### src/design/sbm_cfg.svh
/*
 Constants of the bit shift master: command port offsets, field
 positions, reset values and timing counts.
 Assumes a 100 MHz core clock and an 8-bit command port.
*/
`ifndef SBM_CFG_SVH
`define SBM_CFG_SVH

// ==========================================================
// Timing
`define SBM_CLK_NS 10
`define SBM_PIN_LAG_NS 1000
`define SBM_PIN_LAG_CYC ((`SBM_PIN_LAG_NS+`SBM_CLK_NS-1)/`SBM_CLK_NS)

// ==========================================================
// Command port offsets
`define SBM_A_MODE 8'h00
`define SBM_A_TX 8'h01
`define SBM_A_RDREQ 8'h02
`define SBM_A_RX 8'h03
`define SBM_A_STATUS 8'h04
`define SBM_A_CTRL 8'h05
`define SBM_A_TIMING 8'h06
`define SBM_A_BUS 8'h07
`define SBM_A_PIN_DATA 8'h08
`define SBM_A_PIN_DIR 8'h09
`define SBM_A_PIN_SNAP 8'h0A

// ==========================================================
// Fields and values
`define SBM_F_CNT_GIVEN 4
`define SBM_F_ECHO 6
`define SBM_FULL_LEN 4'h8
`define SBM_BIDIR_MIN 4'h8
`define SBM_CTRL_RST 8'h08
`define SBM_DIR_RST 8'hFF
`define SBM_TIMING_RST 8'h00
`define SBM_BUS_RST 4'h0
`define SBM_BUS_SPLIT_A 4'h9
`define SBM_BUS_SPLIT_B 4'hA

`endif

### src/design/sbm_pkg.sv
/*
 Types of the bit shift master.
 Assumes nothing beyond the compiler.
*/
package sbm_pkg;

    // ======================================================
    // Shift engine phases
    typedef enum logic [2:0] {
        ST_IDLE,
        ST_NEXT,
        ST_LOW,
        ST_HIGH,
        ST_FIN
    } sbm_shift_e;

endpackage

### src/design/sbm_shifter.sv
/*
 Shift engine: clocks one unit of 1 to 8 bits MSB first, samples
 the input at the end of each clock high phase.
 Assumes din is already synchronised to clk.
*/
`timescale 1ns/10ps
`include "sbm_cfg.svh"
module sbm_shifter
(
    input wire logic clk, // Core clock
    input wire logic rst, // Synchronous reset
    input wire logic start, // Begin a unit
    input wire logic [3:0] len, // Bits in the unit
    input wire logic [7:0] tx, // Write data, right aligned
    input wire logic drive, // Drive data line in unit
    input wire logic [7:0] timing, // Half period minus one
    input wire logic din, // Synchronised data input
    output logic sck, // Shift clock
    output logic dout, // Data output
    output logic dout_oe, // Data output enable
    output logic busy, // Unit in progress
    output logic done, // One cycle at unit end
    output logic [7:0] rx // Captured bits, right aligned
);
    sbm_pkg::sbm_shift_e state; // Bit phase
    logic [7:0] shreg; // Outgoing bits
    logic [7:0] tmr; // Half period countdown
    logic [3:0] left; // Bits still to clock
    logic [3:0] len_q; // Length of this unit
    logic drive_q; // Drive held for the unit

    // ======================================================
    // Bit sequencer
    always_ff @(posedge clk)
    begin
        if (rst)
        begin
            state <= sbm_pkg::ST_IDLE;
            shreg <= 8'h00;
            tmr <= 8'h00;
            left <= 4'h0;
            len_q <= `SBM_FULL_LEN;
            drive_q <= 1'b0;
            sck <= 1'b0;
            dout <= 1'b0;
            dout_oe <= 1'b0;
            busy <= 1'b0;
            done <= 1'b0;
            rx <= 8'h00;
        end
        else
        begin
            done <= 1'b0;
            case (state)
            sbm_pkg::ST_IDLE:
            begin
                // Short data sits in the low bits; align to MSB
                if (start)
                begin
                    shreg <= tx << (`SBM_FULL_LEN - len);
                    rx <= 8'h00;
                    left <= len;
                    len_q <= len;
                    drive_q <= drive;
                    busy <= 1'b1;
                    state <= sbm_pkg::ST_NEXT;
                end
            end
            sbm_pkg::ST_NEXT:
            begin
                // Data moves one cycle after the clock fell
                dout <= shreg[7];
                shreg <= {shreg[6:0], 1'b0};
                dout_oe <= drive_q;
                tmr <= timing;
                state <= sbm_pkg::ST_LOW;
            end
            sbm_pkg::ST_LOW:
            begin
                // Clock rises a half period after the data
                if (tmr == 8'h00)
                begin
                    sck <= 1'b1;
                    tmr <= timing;
                    state <= sbm_pkg::ST_HIGH;
                end
                else
                begin
                    tmr <= tmr - 8'h01;
                end
            end
            sbm_pkg::ST_HIGH:
            begin
                // Sample just before the falling edge
                if (tmr == 8'h00)
                begin
                    rx <= {rx[6:0], din};
                    sck <= 1'b0;
                    left <= left - 4'h1;
                    if (left == 4'h1)
                    begin
                        state <= sbm_pkg::ST_FIN;
                    end
                    else
                    begin
                        state <= sbm_pkg::ST_NEXT;
                    end
                end
                else
                begin
                    tmr <= tmr - 8'h01;
                end
            end
            default:
            begin
                // Clock left low, driver released
                done <= 1'b1;
                busy <= 1'b0;
                dout_oe <= 1'b0;
                state <= sbm_pkg::ST_IDLE;
            end
            endcase
        end
    end

    // ======================================================
    // Checks
    chk_edges_apart: assert property (@(posedge clk) disable iff (rst)
        $changed(sck) |-> $stable(dout))
        else $error("clock and data changed together");
    chk_sample_high: assert property (@(posedge clk) disable iff (rst)
        (state == sbm_pkg::ST_HIGH && tmr == 8'h00) |-> sck)
        else $error("sample taken with clock low");
    chk_msb_first: assert property (@(posedge clk) disable iff (rst)
        (state == sbm_pkg::ST_IDLE && start && len == `SBM_FULL_LEN)
        |=> ##1 dout == $past(tx[7], 2))
        else $error("first bit is not the MSB");
    chk_right_align: assert property (@(posedge clk) disable iff (rst)
        done |-> (rx >> len_q) == 8'h00)
        else $error("short read not zero filled");
    chk_sck_rest: assert property (@(posedge clk) disable iff (rst)
        !busy |-> !sck)
        else $error("clock not low between units");

endmodule

### src/design/sbm_spi_bit_shift_master.sv
/*
 Command driven serial shift master: mode command, write and read
 units, bidirectional echo, bus selection and direct pin port.
 Assumes a command master on clk with one-cycle strobes; the data
 and pin inputs come from outside and are synchronised here.
*/
// The strobed register port and the register addresses were chosen for this implementation.
// Summary of operation
// - Full units are 8 bits, MSB first
// - Engine never drives select; host uses pins
// - Mode command enters; count 0 leaves
// - Pins 0-4 first, 3-7 one microsecond later
// - Given count shortens only the next unit
// - Short data right aligned, zero filled
// - Count 8-15 selects bidirectional mode
// - Bidirectional: one byte back per byte
// - Mode command without count leaves bidirectional
// - Bus selection clears echo flag
// - Data accepted right after mode command
// - Clock and data never change together
// - Sample while clock high, before fall
// - Clock rests low between units
// - Split buses use separate data in
// - Echo flag is control bit 6, reset 0
// - One timing value for all buses
`timescale 1ns/10ps
`include "sbm_cfg.svh"
module sbm_spi_bit_shift_master
(
    input wire logic clk, // Core clock, 100 MHz
    input wire logic rst, // Synchronous reset
    input wire logic [7:0] addr, // Command port address
    input wire logic [7:0] wdata, // Command port write data
    input wire logic wr, // Write strobe
    input wire logic rd, // Read strobe
    output logic [7:0] rdata, // Read data, cycle after rd
    output logic sck, // Shift clock line
    output logic sda_out, // Data line output
    output logic sda_oe, // Data line output enable
    input wire logic sda_in, // Data line level
    input wire logic sdi_in, // Split bus data input
    output logic [7:0] pin_out, // Direct pin outputs
    output logic [7:0] pin_oe, // Direct pin output enables
    input wire logic [7:0] pin_in // Direct pin levels
);
    // ======================================================
    // Declarations
    logic shift_mode; // Shift mode active
    logic [3:0] short_len; // Length of next unit
    logic [7:0] control_register; // Echo flag at bit 6
    logic [7:0] timing; // Global bit timing
    logic [3:0] bus_sel; // Selected bus number
    logic split; // Split data pins selected
    logic [7:0] rx_data; // Last captured unit
    logic rx_valid; // Captured unit not yet read
    logic capture; // Current unit is captured
    logic [7:0] pin_data; // Pin data bits
    logic [7:0] pin_direction_bits; // 1 = input
    logic [7:0] pin_snap; // Staged pin sample
    logic [6:0] pin_cnt; // Upper group delay
    logic pend_out; // Upper outputs pending
    logic pend_snap; // Upper sample pending
    logic [1:0] sda_sync; // Data line synchroniser
    logic [1:0] sdi_sync; // Split input synchroniser
    logic [7:0] pin_s1; // Pin synchroniser stage 1
    logic [7:0] pin_s2; // Pin synchroniser stage 2
    logic din; // Selected data input
    logic echo; // echo_read_on_write
    logic wr_mode; // Mode command
    logic wr_tx; // Write unit request
    logic wr_rdreq; // Read unit request
    logic wr_ctrl; // Control write
    logic wr_timing; // Timing write
    logic wr_bus; // Bus selection
    logic wr_pdata; // Pin data write
    logic wr_pdir; // Pin direction write
    logic wr_psnap; // Pin sample request
    logic busy; // Engine busy
    logic done; // Engine finished a unit
    logic [7:0] eng_rx; // Engine captured bits
    logic start; // Start a unit
    logic start_rd; // Start is a read
    logic [7:0] tx_word; // Data handed to engine
    logic drive; // Drive data line in unit

    // ======================================================
    // Write decode
    always_comb
    begin
        wr_mode = 1'b0;
        wr_tx = 1'b0;
        wr_rdreq = 1'b0;
        wr_ctrl = 1'b0;
        wr_timing = 1'b0;
        wr_bus = 1'b0;
        wr_pdata = 1'b0;
        wr_pdir = 1'b0;
        wr_psnap = 1'b0;
        if (!wr)
        begin
            wr_mode = 1'b0;
        end
        else if (addr == `SBM_A_MODE)
        begin
            wr_mode = 1'b1;
        end
        else if (addr == `SBM_A_TX)
        begin
            wr_tx = 1'b1;
        end
        else if (addr == `SBM_A_RDREQ)
        begin
            wr_rdreq = 1'b1;
        end
        else if (addr == `SBM_A_CTRL)
        begin
            wr_ctrl = 1'b1;
        end
        else if (addr == `SBM_A_TIMING)
        begin
            wr_timing = 1'b1;
        end
        else if (addr == `SBM_A_BUS)
        begin
            wr_bus = 1'b1;
        end
        else if (addr == `SBM_A_PIN_DATA)
        begin
            wr_pdata = 1'b1;
        end
        else if (addr == `SBM_A_PIN_DIR)
        begin
            wr_pdir = 1'b1;
        end
        else if (addr == `SBM_A_PIN_SNAP)
        begin
            wr_psnap = 1'b1;
        end
    end

    // ======================================================
    // Unit launch; host has stopped the bus beforehand
    assign echo = control_register[`SBM_F_ECHO];
    assign start = (wr_tx || wr_rdreq) && shift_mode && !busy;
    assign start_rd = wr_rdreq;
    assign tx_word = start_rd ? 8'h00 : wdata;
    // Shared line is released while reading
    assign drive = split || !start_rd;
    // Split buses read the separate input pin
    assign din = split ? sdi_sync[1] : sda_sync[1];

    // ======================================================
    // Input synchronisers
    always_ff @(posedge clk)
    begin
        if (rst)
        begin
            sda_sync <= 2'b00;
            sdi_sync <= 2'b00;
            pin_s1 <= 8'h00;
            pin_s2 <= 8'h00;
        end
        else
        begin
            sda_sync <= {sda_sync[0], sda_in};
            sdi_sync <= {sdi_sync[0], sdi_in};
            pin_s1 <= pin_in;
            pin_s2 <= pin_s1;
        end
    end

    // ======================================================
    // Mode state and one-shot length
    always_ff @(posedge clk)
    begin
        if (rst)
        begin
            shift_mode <= 1'b0;
            short_len <= `SBM_FULL_LEN;
        end
        else if (wr_mode)
        begin
            // Count 0 leaves, anything else enters
            shift_mode <= !(wdata[`SBM_F_CNT_GIVEN] &&
                wdata[3:0] == 4'h0);
            if (wdata[`SBM_F_CNT_GIVEN] && wdata[3:0] != 4'h0 &&
                wdata[3:0] < `SBM_BIDIR_MIN)
            begin
                short_len <= wdata[3:0];
            end
        end
        else if (start)
        begin
            short_len <= `SBM_FULL_LEN;
        end
    end

    // ======================================================
    // Control register, timing and bus selection
    always_ff @(posedge clk)
    begin
        if (rst)
        begin
            control_register <= `SBM_CTRL_RST;
            timing <= `SBM_TIMING_RST;
            bus_sel <= `SBM_BUS_RST;
        end
        else if (wr_ctrl)
        begin
            control_register <= wdata;
        end
        else if (wr_timing)
        begin
            timing <= wdata;
        end
        else if (wr_bus)
        begin
            // Timing is global and stays as it is
            bus_sel <= wdata[3:0];
            control_register[`SBM_F_ECHO] <= 1'b0;
        end
        else if (wr_mode && wdata[`SBM_F_CNT_GIVEN] &&
            wdata[3:0] >= `SBM_BIDIR_MIN)
        begin
            control_register[`SBM_F_ECHO] <= 1'b1;
        end
        else if (wr_mode && !wdata[`SBM_F_CNT_GIVEN])
        begin
            control_register[`SBM_F_ECHO] <= 1'b0;
        end
    end

    assign split = bus_sel == `SBM_BUS_SPLIT_A ||
        bus_sel == `SBM_BUS_SPLIT_B;

    // ======================================================
    // Captured data; a new unit wins over the read clear
    always_ff @(posedge clk)
    begin
        if (rst)
        begin
            capture <= 1'b0;
            rx_data <= 8'h00;
            rx_valid <= 1'b0;
        end
        else
        begin
            if (start)
            begin
                capture <= echo || start_rd;
            end
            if (done && capture)
            begin
                rx_data <= eng_rx;
                rx_valid <= 1'b1;
            end
            else if (rd && addr == `SBM_A_RX)
            begin
                rx_valid <= 1'b0;
            end
        end
    end

    // ======================================================
    // Direct pins; selects are driven only from here
    always_ff @(posedge clk)
    begin
        if (rst)
        begin
            pin_data <= 8'h00;
            pin_direction_bits <= `SBM_DIR_RST;
            pin_out <= 8'h00;
            pin_oe <= 8'h00;
            pin_snap <= 8'h00;
            pin_cnt <= 7'h00;
            pend_out <= 1'b0;
            pend_snap <= 1'b0;
        end
        else if (wr_pdata || wr_pdir)
        begin
            // Low group now, upper group after the lag
            if (wr_pdata)
            begin
                pin_data <= wdata;
                pin_out[4:0] <= wdata[4:0];
            end
            else
            begin
                pin_direction_bits <= wdata;
                pin_oe[4:0] <= ~wdata[4:0];
            end
            pin_cnt <= 7'(`SBM_PIN_LAG_CYC);
            pend_out <= 1'b1;
        end
        else if (wr_psnap)
        begin
            pin_snap[4:0] <= pin_s2[4:0];
            pin_cnt <= 7'(`SBM_PIN_LAG_CYC);
            pend_snap <= 1'b1;
        end
        else if (pin_cnt == 7'h01)
        begin
            // Upper group, bits 3 to 7
            if (pend_out)
            begin
                pin_out[7:3] <= pin_data[7:3];
                pin_oe[7:3] <= ~pin_direction_bits[7:3];
            end
            if (pend_snap)
            begin
                pin_snap[7:3] <= pin_s2[7:3];
            end
            pin_cnt <= 7'h00;
            pend_out <= 1'b0;
            pend_snap <= 1'b0;
        end
        else if (pin_cnt != 7'h00)
        begin
            pin_cnt <= pin_cnt - 7'h01;
        end
    end

    // ======================================================
    // Read data, valid only in the cycle after rd
    always_ff @(posedge clk)
    begin
        if (rst || !rd)
        begin
            rdata <= 8'h00;
        end
        else if (addr == `SBM_A_RX)
        begin
            rdata <= rx_data;
        end
        else if (addr == `SBM_A_STATUS)
        begin
            rdata <= {3'b000, split, rx_valid, echo, shift_mode, busy};
        end
        else if (addr == `SBM_A_CTRL)
        begin
            rdata <= control_register;
        end
        else if (addr == `SBM_A_TIMING)
        begin
            rdata <= timing;
        end
        else if (addr == `SBM_A_BUS)
        begin
            rdata <= {4'h0, bus_sel};
        end
        else if (addr == `SBM_A_PIN_DATA)
        begin
            rdata <= pin_data;
        end
        else if (addr == `SBM_A_PIN_DIR)
        begin
            rdata <= pin_direction_bits;
        end
        else if (addr == `SBM_A_PIN_SNAP)
        begin
            rdata <= pin_snap;
        end
        else
        begin
            rdata <= 8'h00;
        end
    end

    // ======================================================
    // Shift engine
    sbm_shifter u_shift
    (
        .clk(clk),
        .rst(rst),
        .start(start),
        .len(short_len),
        .tx(tx_word),
        .drive(drive),
        .timing(timing),
        .din(din),
        .sck(sck),
        .dout(sda_out),
        .dout_oe(sda_oe),
        .busy(busy),
        .done(done),
        .rx(eng_rx)
    );

    // ======================================================
    // Checks
    chk_mode_exit: assert property (@(posedge clk) disable iff (rst)
        (wr_mode && wdata[`SBM_F_CNT_GIVEN] && wdata[3:0] == 4'h0)
        |=> !shift_mode ##1 !busy)
        else $error("count 0 did not leave shift mode");
    chk_len_revert: assert property (@(posedge clk) disable iff (rst)
        start |=> short_len == `SBM_FULL_LEN)
        else $error("short length not one-shot");
    chk_bidir_enter: assert property (@(posedge clk) disable iff (rst)
        (wr_mode && wdata[`SBM_F_CNT_GIVEN] && wdata[3] && shift_mode)
        |=> echo && shift_mode)
        else $error("count 8-15 missed bidirectional");
    chk_echo_leave: assert property (@(posedge clk) disable iff (rst)
        (wr_mode && !wdata[`SBM_F_CNT_GIVEN]) |=> !echo)
        else $error("bare mode command kept echo");
    chk_bus_clear: assert property (@(posedge clk) disable iff (rst)
        wr_bus |=> !echo && $stable(timing))
        else $error("bus change kept echo or timing");
    chk_echo_back: assert property (@(posedge clk) disable iff (rst)
        (done && capture) |=> rx_valid && rx_data == $past(eng_rx))
        else $error("echo byte not returned");
    chk_pin_lag: assert property (@(posedge clk) disable iff (rst)
        wr_pdata |=> pin_out[4:0] == $past(wdata[4:0]) &&
        pin_cnt == 7'(`SBM_PIN_LAG_CYC))
        else $error("low pin group late");

endmodule

### config.mk
export PLATFORM = sky130hd
export DESIGN_NAME = sbm_spi_bit_shift_master
export DESIGN_NICKNAME = d
export VERILOG_FILES = /design/src/design/sbm_pkg.sv /design/src/design/sbm_shifter.sv /design/src/design/sbm_spi_bit_shift_master.sv
export VERILOG_INCLUDE_DIRS = /design/src /design/src/design
export SDC_FILE = /design/constraint.sdc
export NUM_CORES = 1
export LEC_CHECK = 0
export BUFFER_PORTS_ARGS = -buffer_cell sky130_fd_sc_hd__buf_2
export CAP_MARGIN = 40
export CORE_AREA = 2 2 116 118
export DETAILED_ROUTE_END_ITERATION = 7
export DIE_AREA = 0 0 118 120
export PLACE_DENSITY = 0.72
export SLEW_MARGIN = 20
export SYNTH_ARGS = -nofsm -noshare
export SYNTH_HDL_FRONTEND = slang
export SYNTH_HIERARCHICAL = 1
export SYNTH_SLANG_ARGS = --single-unit
### constraint.sdc
create_clock -name clk -period 6 [get_ports clk]
set_input_delay 0 -clock clk [delete_from_list [all_inputs] [get_ports clk]]
set_output_delay 0 -clock clk [all_outputs]
set_load 0.01 [all_outputs]
### After elaboration in Yosys (flattened, before gate mapping)

Cells that the tools add are included.

| cells by class | value |
|---|---|
| add/sub/neg operators | 4 |
| $mul | 0 |
| div/mod/pow operators | 0 |
| magnitude comparators | 2 |
| equality and inequality tests | 26 |
| shift-type cells | 1 |
| multiplexer cells | 118 |
| bitwise operators | 8 |
| reductions and logical operators | 64 |

Operators by type and width:

| kind | number |
|---|---|
| 8-bit 2-to-1 mux | 14 |
| 1-bit 2-to-1 mux | 70 |
| 8-bit by 3-bit equality test with 1-bit output (second input constant) | 4 |
| 8-bit one-hot mux with 2 select lines | 2 |
| 7-bit 2-to-1 mux | 4 |
| 8-bit by 4-bit equality test with 1-bit output (second input constant) | 3 |
| 8-bit one-hot mux with 3 select lines | 1 |
| 2-bit AND reduction | 12 |
| 2-bit 2-to-1 mux | 11 |
| 4-bit 2-to-1 mux | 5 |
| 2-bit nonzero test | 9 |
| 8-bit by 2-bit equality test with 1-bit output (second input constant) | 2 |
| 8-bit zero test | 2 |
| 4-bit AND reduction | 4 |
| 3-bit AND reduction | 5 |
| 3-bit 2-to-1 mux | 4 |
| 3-bit one-hot mux with 4 select lines | 1 |
| 4-bit nonzero test | 3 |
| 1-bit logical AND | 10 |
| 5-bit 2-to-1 mux | 2 |
| 2-bit inequality test (second input constant) | 5 |
| 5-bit inverter | 2 |
| 4-bit equality test (second input constant) | 2 |
| 8-bit by 1-bit equality test with 1-bit output (second input constant) | 1 |
| other kinds (23) | 45 |

| storage, ports and cells | value |
|---|---|
| flip-flop bits (word level) | 149 |
| latch bits | 0 |
| bits in writable memories | 0 |
| bits in read-only memories | 0 |
| output and inout bits | 27 |
| word-level logic and storage cells | 263 |
| memories | 0 |

### Depth between registers and ports, before layout

Gate-level depths: netlist of the first run.

| logic depth | value |
|---|---|
| depth in word-level cells | 13 |
| depth in mapped cells | 9 |
| gate-level depth less buffers | 7 |

### Modules after synthesis

The synthesis of the first run kept the hierarchy.

Modules (own cells, without submodules):

| module | instances | cells an instance | area each (µm²) | sequential area each (µm²) |
|---|---|---|---|---|
| sbm_spi_bit_shift_master | 1 | 534 | 4,777.1 | 2,182.1 |
| sbm_shifter | 1 | 241 | 2,158.3 | 740.7 |

### Least setup slack after synthesis of the first run

OpenSTA, ideal clock, no wires.

| timing path | value |
|---|---|
| path kind | input port to flip-flop |
| from | in wr |
| to | reg u_shift.left[0] |
| arrival time | 1.844 ns |
| required time | 5.926 ns |
| path slack | 4.082 ns |
| stages | 7 |
| cell sequence | clkbuf_1 -> nor3b_1 -> o2111a_1 -> nor4b_2 -> a31oi_4 -> or3_1 -> a31oi_1 |

| on the way | value |
|---|---|
| longest elaborated chain between the ends | 6 |
| elaborated cells between the ends (all ways) | 7 |
| classes of those cells | eq/ne: 1; mux: 2; reduce/logical: 4 |

RTL lines:

| what | line | source |
|---|---|---|
| from (decl) | sbm_spi_bit_shift_master.sv:34 | `input wire logic wr,` |
| 1-bit 2-to-1 mux | sbm_spi_bit_shift_master.sv:99 | `if (!wr)` |
| 1-bit logical OR * | sbm_spi_bit_shift_master.sv:144 | `assign start = (wr_tx \|\| wr_rdreq) && shift_mode && !busy;` |
| 1-bit logical AND * (2 in a row) | sbm_spi_bit_shift_master.sv:144 |  |
| net start | sbm_spi_bit_shift_master.sv:81 | `logic start;` |
| 2-bit inequality test (no line) * | - |  |
| 3-bit AND reduction (no line) * | - |  |
| to (signal assigned) | sbm_shifter.sv:62 | `left <= len;` |
| to (signal assigned) | sbm_shifter.sv:99 | `left <= left - 4'h1;` |
| to (decl) | sbm_shifter.sv:28 | `logic [3:0] left;` |

The timed path passes the listed nets; every way through them passes the cells marked *.
A chain may end at the register's enable or synchronous reset.

### Final worst setup path of the first run

| timing path | value |
|---|---|
| from | reg u_shift.tmr[0] |
| to | reg u_shift.tmr[3] |

| on the way | value |
|---|---|
| longest elaborated chain between the ends | 3 |
| elaborated cells between the ends (all ways) | 7 |
| classes of those cells | add/sub: 1; eq/ne: 1; mux: 3; reduce/logical: 2 |

RTL lines:

| what | line | source |
|---|---|---|
| from (decl) | sbm_shifter.sv:27 | `logic [7:0] tmr;` |
| from (signal assigned) | sbm_shifter.sv:75 | `tmr <= timing;` |
| from (signal assigned) | sbm_shifter.sv:84 | `tmr <= timing;` |
| from (signal assigned) | sbm_shifter.sv:89 | `tmr <= tmr - 8'h01;` |
| 8-bit by 1-bit subtractor with 8-bit output / 8-bit zero test (equally long branches) | - |  |
| 8-bit 2-to-1 mux (tied with other cells) | sbm_shifter.sv:95 | `if (tmr == 8'h00)` |
| 8-bit one-hot mux with 3 select lines / 2-bit AND reduction (equally long branches) | - |  |

Several ways; a longest one is shown, not always the timed one. The select of a mux whose other input is x is not followed.

==> results of run 1 <==
-- power by group through the flow --
stage / sequential (µW) / combinational [µW] / clock [µW]
2_1_floorplan: 1030 / 168 / 0
3_3_place_gp: 1030 / 207 / 0
3_5_place_dp: 1030 / 217 / 0
4_1_cts: 1010 / 226 / 996
5_1_grt: 1010 / 250 / 1050
6_report: 1010 / 229 / 978
-- Yosys cell counts (4+ instances only) --
library cell	count
sky130_fd_sc_hd__nor3_1	15
sky130_fd_sc_hd__nor3b_1	9
sky130_fd_sc_hd__buf_4	4
sky130_fd_sc_hd__nand2_1	58
sky130_fd_sc_hd__a21oi_1	50
sky130_fd_sc_hd__a22oi_1	17
sky130_fd_sc_hd__xor2_1	4
sky130_fd_sc_hd__mux2i_1	63
sky130_fd_sc_hd__o21a_1	5
sky130_fd_sc_hd__clkbuf_1	30
sky130_fd_sc_hd__o21ai_0	16
sky130_fd_sc_hd__nand3_1	13
sky130_fd_sc_hd__o21ai_1	5
sky130_fd_sc_hd__nor2_1	94
sky130_fd_sc_hd__nor4_1	8
sky130_fd_sc_hd__or3_1	6
sky130_fd_sc_hd__a211oi_1	8
sky130_fd_sc_hd__or2_2	6
sky130_fd_sc_hd__nand3b_1	12
sky130_fd_sc_hd__a22o_1	4
sky130_fd_sc_hd__a31oi_1	5
sky130_fd_sc_hd__nand4_1	9
sky130_fd_sc_hd__dfxtp_1	146
sky130_fd_sc_hd__buf_2	12
sky130_fd_sc_hd__and2_1	10
sky130_fd_sc_hd__o22ai_1	8
sky130_fd_sc_hd__o21bai_1	5
sky130_fd_sc_hd__ha_1	7
sky130_fd_sc_hd__a32oi_1	6
sky130_fd_sc_hd__nor2b_1	34
sky130_fd_sc_hd__inv_1	24
sky130_fd_sc_hd__nand2b_1	15
-- cell families after synthesis --
kind of cell             Yosys count  synth area share
AND/OR/NAND/NOR                  318            0.2529
AO/OA/AOI/OAI                    152            0.1492
flip-flops                       146            0.4214
buffers and inverters             74           0.04546
multiplexers                      70            0.1072
XOR/XNOR                           8           0.01119
adder cells (fa/ha/maj)            7           0.01263
-- sequential cells by signal, summed over array words and instances (netlist names), 6 cells and up --
name / flops
control_register: 8
pin_direction_bits: 8
pin_oe: 8
pin_s1: 8
pin_s2: 8
pin_snap: 8
rdata: 8
rx_data: 8
timing: 8
u_shift/rx: 8
u_shift/shreg: 8
u_shift/tmr: 8
pin_cnt: 7
pin_out: 7
pin_data: 6
-- worst max-delay path: stages, from the launching register on --
cell                      delay (ns)
sky130_fd_sc_hd__dfxtp_1        0.39
sky130_fd_sc_hd__inv_1          0.10
sky130_fd_sc_hd__ha_1           0.24
sky130_fd_sc_hd__nor3b_1        0.76
sky130_fd_sc_hd__a41o_2         0.41
sky130_fd_sc_hd__or2_1          0.36
sky130_fd_sc_hd__o32ai_2        0.13
-- metrics by stage --
step           total power, µW  cell area [µm²]
6_report                  2219             7948
5_1_grt                   2311             7948
4_1_cts                   2234             7948
3_3_place_gp              1239             7224
3_5_place_dp              1250             7224
2_1_floorplan             1197             6935
-- how the worst max path moves through the flow --
stage,startpoint,end,slack (ns),depth (start not counted)
3_3_place_gp,addr[0],u_shift/left[0]$_SDFFE_PP0P_,3.34,7
4_1_cts,u_shift/tmr[0]$_SDFFE_PP0P_,u_shift/tmr[3]$_SDFFE_PP0P_,3.50,6
3_5_place_dp,addr[0],u_shift/left[0]$_SDFFE_PP0P_,3.24,7
5_1_grt,u_shift/tmr[0]$_SDFFE_PP0P_,u_shift/tmr[3]$_SDFFE_PP0P_,3.37,6
6_report,u_shift/tmr[0]$_SDFFE_PP0P_,u_shift/tmr[3]$_SDFFE_PP0P_,3.47,6
2_1_floorplan,wr,u_shift/left[0]$_SDFFE_PP0P_,4.08,7
-- per-layer routing --
metal  GRT usage  wire, µm  part of all wire  up-vias
met5           0         0                 0        -
met4     0.09488       439             0.025        0
met3     0.05798       803             0.047       38
met2      0.4284      8414              0.49      165
met1      0.3045      7608              0.44     2769
li1            -         -                 -     2836
-- area by class of cell --
type	count	area share
multi-input combinational	555	0.4652
sequential	146	0.3678
timing repair buffer	74	0.05793
clock buffer	20	0.05746
tap	176	0.02771
clock inverter	12	0.01212
inverter	25	0.01181
==> insert_results.sql, run 1 <==
INSERT INTO impl_metrics (metric_group, metric, value, unit) VALUES
('sta', 'tightestPinTransition', '0.9006', 'ns'),
('die', 'top_level_ports', '57', ''),
('cts', 'clkSinkCount', '146', ''),
('drt', 'number_of_violations_reported_at_the_end_of_detailed_routing_iteration_0', '505', ''),
('critical_path', 'worstPathRequired', '6.27', 'ns'),
('drt', 'final_antenna_violating_net_count', '0', ''),
('place', 'detailedPlace.worstSlack', '3.238', 'ns'),
('drt', 'drt_drc_violations_left', '0', ''),
('die', 'area_of_the_core', '12980', 'µm²'),
('sta', 'max_slew_margin', '0.3983', ''),
('die', 'die_span_y', '120', 'µm'),
('logic_synthesis', 'synth_async_sr_flop_share', '0', ''),
('logic_synthesis', 'ys_seq_area_frac', '0.4214', ''),
('sta', 'period_share', '0.4219', ''),
('logic_synthesis', 'synth_nets', '812', ''),
('place', 'place.detailed.hpwl', '12040', 'µm'),
('worst_hold_path', 'timing.hold.worst_endpoint', 'control_register[0]$_SDFFE_PP0P_', ''),
('die', 'chipWidth', '118', 'µm'),
('cts', 'cts_inserted_buffers', '17', ''),
('sta', 'post-route-min-period', '2.532', 'ns'),
('cts', 'cts_repair_resize_count', '0', ''),
('cts', 'h_tree_lvl_count', '4', ''),
('sta', 'fin_ws', '3.468', 'ns'),
('run', 'cap_viol_max_count', '0', ''),
('power', 'p_leak', '0.002994', 'µW'),
('critical_path', 'rrSetupSlack', '3.47', 'ns'),
('logic_synthesis', 'yosysTopAreaCellShare', '0.4214', ''),
('logic_synthesis', 'syn-mean-instance-area', '8.949', 'µm²'),
('drt', 'wl_per_cell', '17.13', 'µm'),
('final_layout', 'most_common_cell_after_layout_fill_and_taps_aside', 'sky130_fd_sc_hd__dfxtp_1', ''),
('worst_hold_path', 'worstHoldPathType', 'input port to flop', ''),
('logic_synthesis', 'synth.largest_area_cell', 'sky130_fd_sc_hd__dfxtp_1', ''),
('final_layout', 'total_of_fill_cells_in_the_finished_design', '1104', ''),
('power', 'clkPwrFrac', '0.441', ''),
('logic_synthesis', 'yosys.cell_types.count', '73', ''),
('final_layout', 'ff_latch_area', '2923', 'µm²'),
('drt', 'num_vias', '5808', ''),
('cts', 'cts.repair_timing.setup_buffer_count', '0', ''),
('critical_path', 'cp_max_fo', '9', ''),
('critical_path', 'startpoint_type_of_the_worst_setup_path', 'flop', ''),
('cts', 'ctsLongestPathBuffers', '2', ''),
('power', 'worst_ir_drop_vdd', '0.2568', 'mV'),
('sta', 'setup-violations-final', '0', ''),
('global_routing', 'pin_count_of_the_biggest_net_entering_global_routing', '74', ''),
('final_layout', 'highest_count_cells_in_the_layout_ignoring_fill_and_taps', 'sky130_fd_sc_hd__dfxtp_1, sky130_fd_sc_hd__nor2_1, sky130_fd_sc_hd__mux2i_1', ''),
('logic_synthesis', 'number_of_synthesized_register_bits', '146', ''),
('sta', 'rsz0062_at_grt', 'false', ''),
('logic_synthesis', 'synth_enable_flop_cells', '0', ''),
('status', 'run_status', 'finished clean', ''),
('cts', 'clock_tree_from_tritoncts', 'built', ''),
('sta', 'final.setup_skew', '0.008156', 'ns'),
('final_layout', 'fin_nets', '856', ''),
('power', 'sw_frac_of_total', '0.2570', ''),
('final_layout', 'layout-drive-gt1-share', '0.1550', ''),
('logic_synthesis', 'synth_area', '6935', 'µm²'),
('sta', 'fin_setup_tns', '0', 'ns'),
('drt', 'finalWirelength', '17270', 'µm'),
('die', 'die_area', '14160', 'µm²'),
('drt', 'via_count_normalized_by_instance_count', '5.762', ''),
('final_layout', 'multi_input_area', '3697', 'µm²'),
('drt', 'dr.pass1.iters', '5', ''),
('global_routing', 'globalRouteOverflowTotal', '0', ''),
('sta', 'hold_slack', '0.02561', 'ns'),
('final_layout', 'antenna-diode-count', '0', ''),
('place', 'count_of_buffers_from_port_buffering', '56', ''),
('cts', 'clk_root_buffer_cell', 'sky130_fd_sc_hd__clkbuf_16', ''),
('cts', 'worst_skew_pair.late_latency', '0.42', 'ns'),
('cts', 'cts-hold-fix-buffers', '17', ''),
('sta', 'final_hold_viol_count', '0', ''),
('place', 'place.gp.congestion', '0.9491', ''),
('final_layout', 'final_cells', '1008', '');
(Power assumes the default switching activity.)
==> run 2, diff against run 1 <==
CORE_AREA = 2 2 117 119   (was 2 2 116 118)
DIE_AREA = 0 0 119 121   (was 0 0 118 120)
PLACE_DENSITY = 0.74   (was 0.72)
clock period = 2.12 ns   (was 6 ns; I/O delays follow)
==> run 2 against run 1 <==
Via count grew 4.0%. Highest routed layer unchanged. Flip-flop and latch count unchanged. Final area rose by 4.1%. Largest cell class unchanged. Total power increased to 3.0 times the previous value.
==> insert_results.sql, run 2 (synthesized netlist as in run 1, its figures left out) <==
INSERT INTO impl_metrics (metric_group, metric, value, unit) VALUES
('drt', 'dr.pass1.iters', '5', ''),
('critical_path', 'slowest_stage', 'sky130_fd_sc_hd__ha_1', ''),
('drt', 'wl_per_cell', '17.04', 'µm'),
('sta', 'final.setup_skew', '0.005439', 'ns'),
('critical_path', 'cp_max_fo', '10', ''),
('drt', 'num_vias', '6043', ''),
('cts', 'clock_input_transition_at_the_sequential_cells_of_the_worst_setup_and_hold_paths', '0.06', 'ns'),
('sta', 'setup-violations-final', '0', ''),
('cts', 'cts_inserted_buffers', '17', ''),
('power', 'worst_ir_drop_vdd', '0.7141', 'mV'),
('critical_path', 'timing_worst_setup_path_type', 'flop to flop', ''),
('critical_path', 'arrival', '2.32', 'ns'),
('die', 'placementRows', '42', ''),
('final_layout', 'fin_nets', '888', ''),
('die', 'die_area', '14400', 'µm²'),
('drt', 'final_antenna_violating_net_count', '0', ''),
('final_layout', 'antenna-diode-count', '0', ''),
('die', 'floorplan.initialDensity', '0.5300', ''),
('sta', 'tightestPinTransition', '0.6088', 'ns'),
('place', 'place.detailed.hpwl', '12280', 'µm'),
('worst_hold_path', 'worstHoldPathType', 'input port to flop', ''),
('die', 'chipWidth', '119', 'µm'),
('drt', 'finalWirelength', '17700', 'µm'),
('final_layout', 'ff_latch_area', '2923', 'µm²'),
('final_layout', 'highest_count_cells_in_the_layout_ignoring_fill_and_taps', 'sky130_fd_sc_hd__dfxtp_1, sky130_fd_sc_hd__nor2_1, sky130_fd_sc_hd__mux2i_1', ''),
('global_routing', 'globalRouteTotalUtil', '0.2550', ''),
('drt', 'via_count_normalized_by_instance_count', '5.816', ''),
('critical_path', 'worst_setup_path_end_kind', 'flop', ''),
('power', 'power-per-cell-area', '815.9', 'nW/µm²'),
('cts', 'clkSinkCount', '146', ''),
('critical_path', 'startpoint_type_of_the_worst_setup_path', 'flop', ''),
('die', 'top_level_ports', '57', ''),
('critical_path', 'cp_cell_sequence', 'inv_1, ha_1, mux2i_1, mux4_2, o22ai_1', ''),
('sta', 'final_hold_viol_count', '0', ''),
('cts', 'clock_tree_from_tritoncts', 'built', ''),
('critical_path', 'worst_path_largest_cell_delay', '0.56', 'ns'),
('critical_path', 'worstPathRequired', '2.47', 'ns'),
('sta', 'post-route-min-period', '1.970', 'ns'),
('cts', 'h_tree_lvl_count', '4', ''),
('global_routing', 'wire_length_of_the_first_global_routing_pass', '29080', 'µm'),
('sta', 'period_share', '0.9291', ''),
('sta', 'max_slew_margin', '0.5941', ''),
('status', 'run_status', 'finished clean', ''),
('global_routing', 'globalRouteOverflowTotal', '0', ''),
('global_routing', 'antenna_found_initial', '0', ''),
('cts', 'clk_root_buffer_cell', 'sky130_fd_sc_hd__clkbuf_16', ''),
('place', 'count_of_buffers_from_port_buffering', '56', ''),
('die', 'area_of_the_core', '13090', 'µm²'),
('cts', 'ctsLongestPathBuffers', '2', ''),
('global_routing', 'pin_count_of_the_biggest_net_entering_global_routing', '64', ''),
('drt', 'number_of_violations_reported_at_the_end_of_detailed_routing_iteration_0', '494', ''),
('final_layout', 'areaGrowthSynthToFinish', '19.25', '%'),
('cts', 'worst_skew_pair.late_latency', '0.43', 'ns'),
('place', 'place.gp.congestion', '0.9635', ''),
('sta', 'fin_setup_tns', '0', 'ns'),
('final_layout', 'total_of_fill_cells_in_the_finished_design', '1095', ''),
('drt', 'drt_drc_violations_left', '0', ''),
('die', 'die_span_y', '121', 'µm'),
('final_layout', 'utilization', '0.6321', ''),
('sta', 'report.final.slew_viol_count', '0', ''),
('final_layout', 'layout-drive-gt1-share', '0.1831', ''),
('global_routing', 'grt_pass1_vias', '5914', ''),
('final_layout', 'most_common_cell_after_layout_fill_and_taps_aside', 'sky130_fd_sc_hd__dfxtp_1', ''),
('power', 'p_leak', '0.003202', 'µW'),
('final_layout', 'multi_input_area', '3697', 'µm²'),
('sta', 'rsz0062_at_grt', 'false', ''),
('run', 'cap_viol_max_count', '0', ''),
('sta', 'fmaxAchievable', '507.7', 'MHz');
-- run 2: cell count changes in the layout (fill, tap and decap cells not counted), moves of 2 or more --
cell / delta
sky130_fd_sc_hd__buf_4: +29
sky130_fd_sc_hd__bufinv_16: +4
sky130_fd_sc_hd__clkinvlp_4: -4
sky130_fd_sc_hd__dlygate4sd3_1: +3
sky130_fd_sc_hd__clkbuf_8: -2
-- run 2: worst paths after layout --
| path | start | endpoint | slack, ns | depth (start not counted) |
|---|---|---|---|---|
| worst max-delay path | short_len[0]$_SDFFE_PP0P_ | u_shift/shreg[7]$_SDFFE_PP0P_ | 0.15 | 5 |
| worst min register to register | pin_s1[5]$_SDFF_PP0_ | pin_s2[5]$_SDFF_PP0_ | 0.44 | 1 |
| worst max register to register | short_len[0]$_SDFFE_PP0P_ | u_shift/shreg[7]$_SDFFE_PP0P_ | 0.15 | 5 |
| worst min-delay path | addr[3] | rdata[3]$_SDFF_PP0_ | 0.14 | 4 |
-- run 2: layout make-up --
class | instances | area share
timing repair buffer | 106 | 0.08563
inverter | 25 | 0.01135
clock inverter | 14 | 0.02451
clock buffer | 17 | 0.05144
sequential | 146 | 0.3534
multi-input combinational | 555 | 0.4471
tap | 176 | 0.02663
-- run 2: per-stage QoR --
step                instance area [µm²]  total power (µW)  setup slack, ns  hold slack [ns]  cells
CTS                                8270              6777           0.1398           0.1074   1039
global route                       8270              6997          0.02815           0.1420   1039
floorplan                          6935              3388           0.2016           0.1211    775
detailed placement                 7442              3554           0.1535           0.2136    988
finish                             8270              6748           0.1503           0.1411   1039
global placement                   7442              3523           0.2086           0.2090    988
-- run 2: worst max-delay path, delay by kind of cell (launching register included) --
family	cells	cell delay (ns)
multiplexers	2	0.73
adder cells (fa/ha/maj)	1	0.56
flip-flops	1	0.33
AO/OA/AOI/OAI	1	0.14
buffers and inverters	1	0.12
-- run 2: power breakdown --
group / total (µW) / internal (µW) / leakage [µW] / switching (µW)
Combinational: 679 / 294 / 0.00171 / 386
Clock: 3200 / 1990 / 0.000311 / 1210
Sequential: 2870 / 2810 / 0.00118 / 57.1
Total: 6750 / 5090 / 0.00320 / 1660
-- run 2: layer usage --
metal / global-route usage / routed length (µm) / vias up / part of all wire
met5: 0 / 0 / - / 0
met4: 0.1109 / 515 / 0 / 0.029
met3: 0.06673 / 1042 / 40 / 0.059
met2: 0.4264 / 8535 / 212 / 0.48
met1: 0.3103 / 7611 / 2900 / 0.43
li1: - / - / 2891 / -
-- run 2: repair_timing --
action                    in CTS  in global routing
setup buffers                  0                  0
gates resized for setup        0                  0
hold buffers                  20                  0
hold endpoints to repair      43                  0
==> run 3, diff against run 2 <==
MAX_ROUTING_LAYER = met4   (was unset)
==> run 3 against run 2 <==
Worst setup slack lost 0.057 ns. Sequential share of layout area grew 0.14 points. Die area is the same. Hold slack lost 0.12 ns. Register-to-register slack lost 0.06 ns. Clock skew grew 0.00069 ns. Highest routed layer unchanged.
==> insert_results.sql, run 3 (synthesized netlist as in run 1, its figures left out) <==
INSERT INTO impl_metrics (metric_group, metric, value, unit) VALUES
('status', 'run_status', 'finished clean', ''),
('global_routing', 'globalRouteOverflowTotal', '0', ''),
('cts', 'worst_skew_pair.late_latency', '0.42', 'ns'),
('drt', 'finalWirelength', '17620', 'µm'),
('die', 'floorplan.initialDensity', '0.5300', ''),
('power', 'finalPower', '6605', 'µW'),
('place', 'place.detailed.hpwl', '12340', 'µm'),
('critical_path', 'worst_setup_path_end_kind', 'flop', ''),
('power', 'power-per-cell-area', '801.9', 'nW/µm²'),
('global_routing', 'globalRouteTotalUtil', '0.2572', ''),
('cts', 'clock_input_transition_at_the_sequential_cells_of_the_worst_setup_and_hold_paths', '0.06', 'ns'),
('sta', 'fmaxAchievable', '493.5', 'MHz'),
('sta', 'fin_ws', '0.09371', 'ns'),
('sta', 'final_hold_viol_count', '0', ''),
('drt', 'num_vias', '5986', ''),
('critical_path', 'cp_max_fo', '10', ''),
('final_layout', 'total_of_fill_cells_in_the_finished_design', '1073', ''),
('critical_path', 'worst_path_largest_cell_delay', '0.54', 'ns'),
('place', 'placed_insts', '988', ''),
('sta', 'tightestPinTransition', '0.5907', 'ns'),
('die', 'top_level_ports', '57', ''),
('critical_path', 'cp_cell_sequence', 'inv_1, ha_1, mux2i_1, mux4_2, o22ai_1', ''),
('drt', 'routedLengthMet1', '7822', 'µm'),
('critical_path', 'timing_worst_setup_path_type', 'flop to flop', ''),
('critical_path', 'slowest_stage', 'sky130_fd_sc_hd__ha_1', ''),
('place', 'count_of_buffers_from_port_buffering', '56', ''),
('power', 'worst_ir_drop_vdd', '0.6755', 'mV'),
('drt', 'dr.pass1.iters', '5', ''),
('place', 'detailedPlace.worstSlack', '0.1070', 'ns'),
('place', 'placed_standard_cell_area', '7442', 'µm²'),
('drt', 'met3RoutedLength', '883', 'µm'),
('sta', 'max_slew_margin', '0.6035', ''),
('sta', 'setup-violations-final', '0', ''),
('die', 'die_span_y', '121', 'µm'),
('sta', 'final.setup_skew', '0.006126', 'ns'),
('drt', 'final_antenna_violating_net_count', '0', ''),
('cts', 'h_tree_lvl_count', '4', ''),
('final_layout', 'final_cells', '1038', ''),
('drt', 'number_of_violations_reported_at_the_end_of_detailed_routing_iteration_0', '483', ''),
('cts', 'cts_inserted_buffers', '17', ''),
('final_layout', 'fin_nets', '887', ''),
('place', 'place.gp.congestion', '0.9717', ''),
('final_layout', 'most_common_cell_after_layout_fill_and_taps_aside', 'sky130_fd_sc_hd__dfxtp_1', ''),
('die', 'area_of_the_core', '13090', 'µm²'),
('cts', 'clock_tree_from_tritoncts', 'built', ''),
('drt', 'drt_drc_violations_left', '0', ''),
('final_layout', 'areaGrowthSynthToFinish', '18.76', '%'),
('drt', 'highest_layer', 'met4', ''),
('power', 'p_leak', '0.003175', 'µW'),
('cts', 'ctsLongestPathBuffers', '2', ''),
('final_layout', 'layout-drive-gt1-share', '0.1821', ''),
('die', 'die_area', '14400', 'µm²'),
('final_layout', 'highest_count_cells_in_the_layout_ignoring_fill_and_taps', 'sky130_fd_sc_hd__dfxtp_1, sky130_fd_sc_hd__nor2_1, sky130_fd_sc_hd__mux2i_1', ''),
('sta', 'rsz0062_at_grt', 'false', ''),
('drt', 'routed-wl-met2', '8395', 'µm'),
('global_routing', 'grt_pass1_vias', '5846', ''),
('global_routing', 'pin_count_of_the_biggest_net_entering_global_routing', '64', ''),
('final_layout', 'postLayoutCellArea', '8237', 'µm²'),
('drt', 'wl_per_cell', '16.97', 'µm'),
('run', 'cap_viol_max_count', '0', ''),
('critical_path', 'worstPathRequired', '2.46', 'ns'),
('final_layout', 'antenna-diode-count', '0', ''),
('cts', 'cts_repair_resize_count', '0', ''),
('global_routing', 'antenna_found_initial', '0', ''),
('critical_path', 'arrival', '2.36', 'ns'),
('critical_path', 'startpoint_type_of_the_worst_setup_path', 'flop', ''),
('worst_hold_path', 'worstHoldPathType', 'input port to flop', ''),
('global_routing', 'wire_length_of_the_first_global_routing_pass', '28760', 'µm'),
('cts', 'clk_root_buffer_cell', 'sky130_fd_sc_hd__clkbuf_16', ''),
('drt', 'via_count_normalized_by_instance_count', '5.767', ''),
('die', 'chipWidth', '119', 'µm'),
('sta', 'period_share', '0.9558', ''),
('sta', 'post-route-min-period', '2.026', 'ns'),
('die', 'placementRows', '42', ''),
('sta', 'fin_setup_tns', '0', 'ns'),
('sta', 'report.final.slew_viol_count', '0', ''),
('cts', 'clkSinkCount', '146', '');
run 3: cell count changes in the layout (fill, tap and decap cells not counted), sizes merged:
cell / delta
bufinv: -1
clkbuf: +1
clkinvlp: +2
dlygate4sd3: -1
inv: -2
run 3: area by class of cell:
cell class | instances | area (µm²) | share of cell area
Clock buffer | 18 | 429.2 | 0.05210
Sequential cell | 146 | 2923 | 0.3549
Timing Repair Buffer | 105 | 698.2 | 0.08476
Multi-Input combinational cell | 555 | 3697 | 0.4489
Tap cell | 176 | 220.2 | 0.02674
Inverter | 25 | 93.84 | 0.01139
Clock inverter | 13 | 175.2 | 0.02127
run 3: stage by stage:
stage / hold WS [ns] / utilization
2_1_floorplan: 0.1211 / -
3_3_place_gp: 0.2080 / 0.5688
3_5_place_dp: 0.2126 / 0.5688
4_1_cts: 0.001470 / 0.6295
5_1_grt: 0.01522 / 0.6295
6_report: 0.01738 / 0.6295
run 3: path summary, 6_finish.rpt:
check                                  from                          endpoint  slack, ns  cells after the start
hold reg to reg        pin_s1[0]$_SDFF_PP0_              pin_s2[0]$_SDFF_PP0_       0.43                      1
setup / recovery  short_len[1]$_SDFFE_PP0P_     u_shift/shreg[7]$_SDFFE_PP0P_       0.09                      5
setup reg to reg  short_len[1]$_SDFFE_PP0P_     u_shift/shreg[7]$_SDFFE_PP0P_       0.09                      5
hold / removal                     wdata[2]  control_register[2]$_SDFFE_PP0P_       0.02                      3
run 3: critical path, delay by kind of cell (launching register included):
kind	cells	cell delay [ns]
mux	2	0.75
fa+ha+maj	1	0.54
flops	1	0.40
compound gates	1	0.18
buf+inv	1	0.07
run 3: repair_timing:
item / in CTS / in global routing
hold buffers: 19 / 0
endpoints found under the hold margin: 35 / 0
setup buffers: 0 / 0
run 3: power breakdown:
group          leakage, µW  internal, µW  switching, µW
Clock             0.000288          1860           1200
Combinational      0.00170           292            388
Sequential         0.00118          2810           54.9
run 3: routing by layer:
layer,vias to the layer above,global-route usage
met5,-,-
met4,0,0.1138
met3,38,0.04276
met2,211,0.4231
met1,2854,0.3129
li1,2883,-
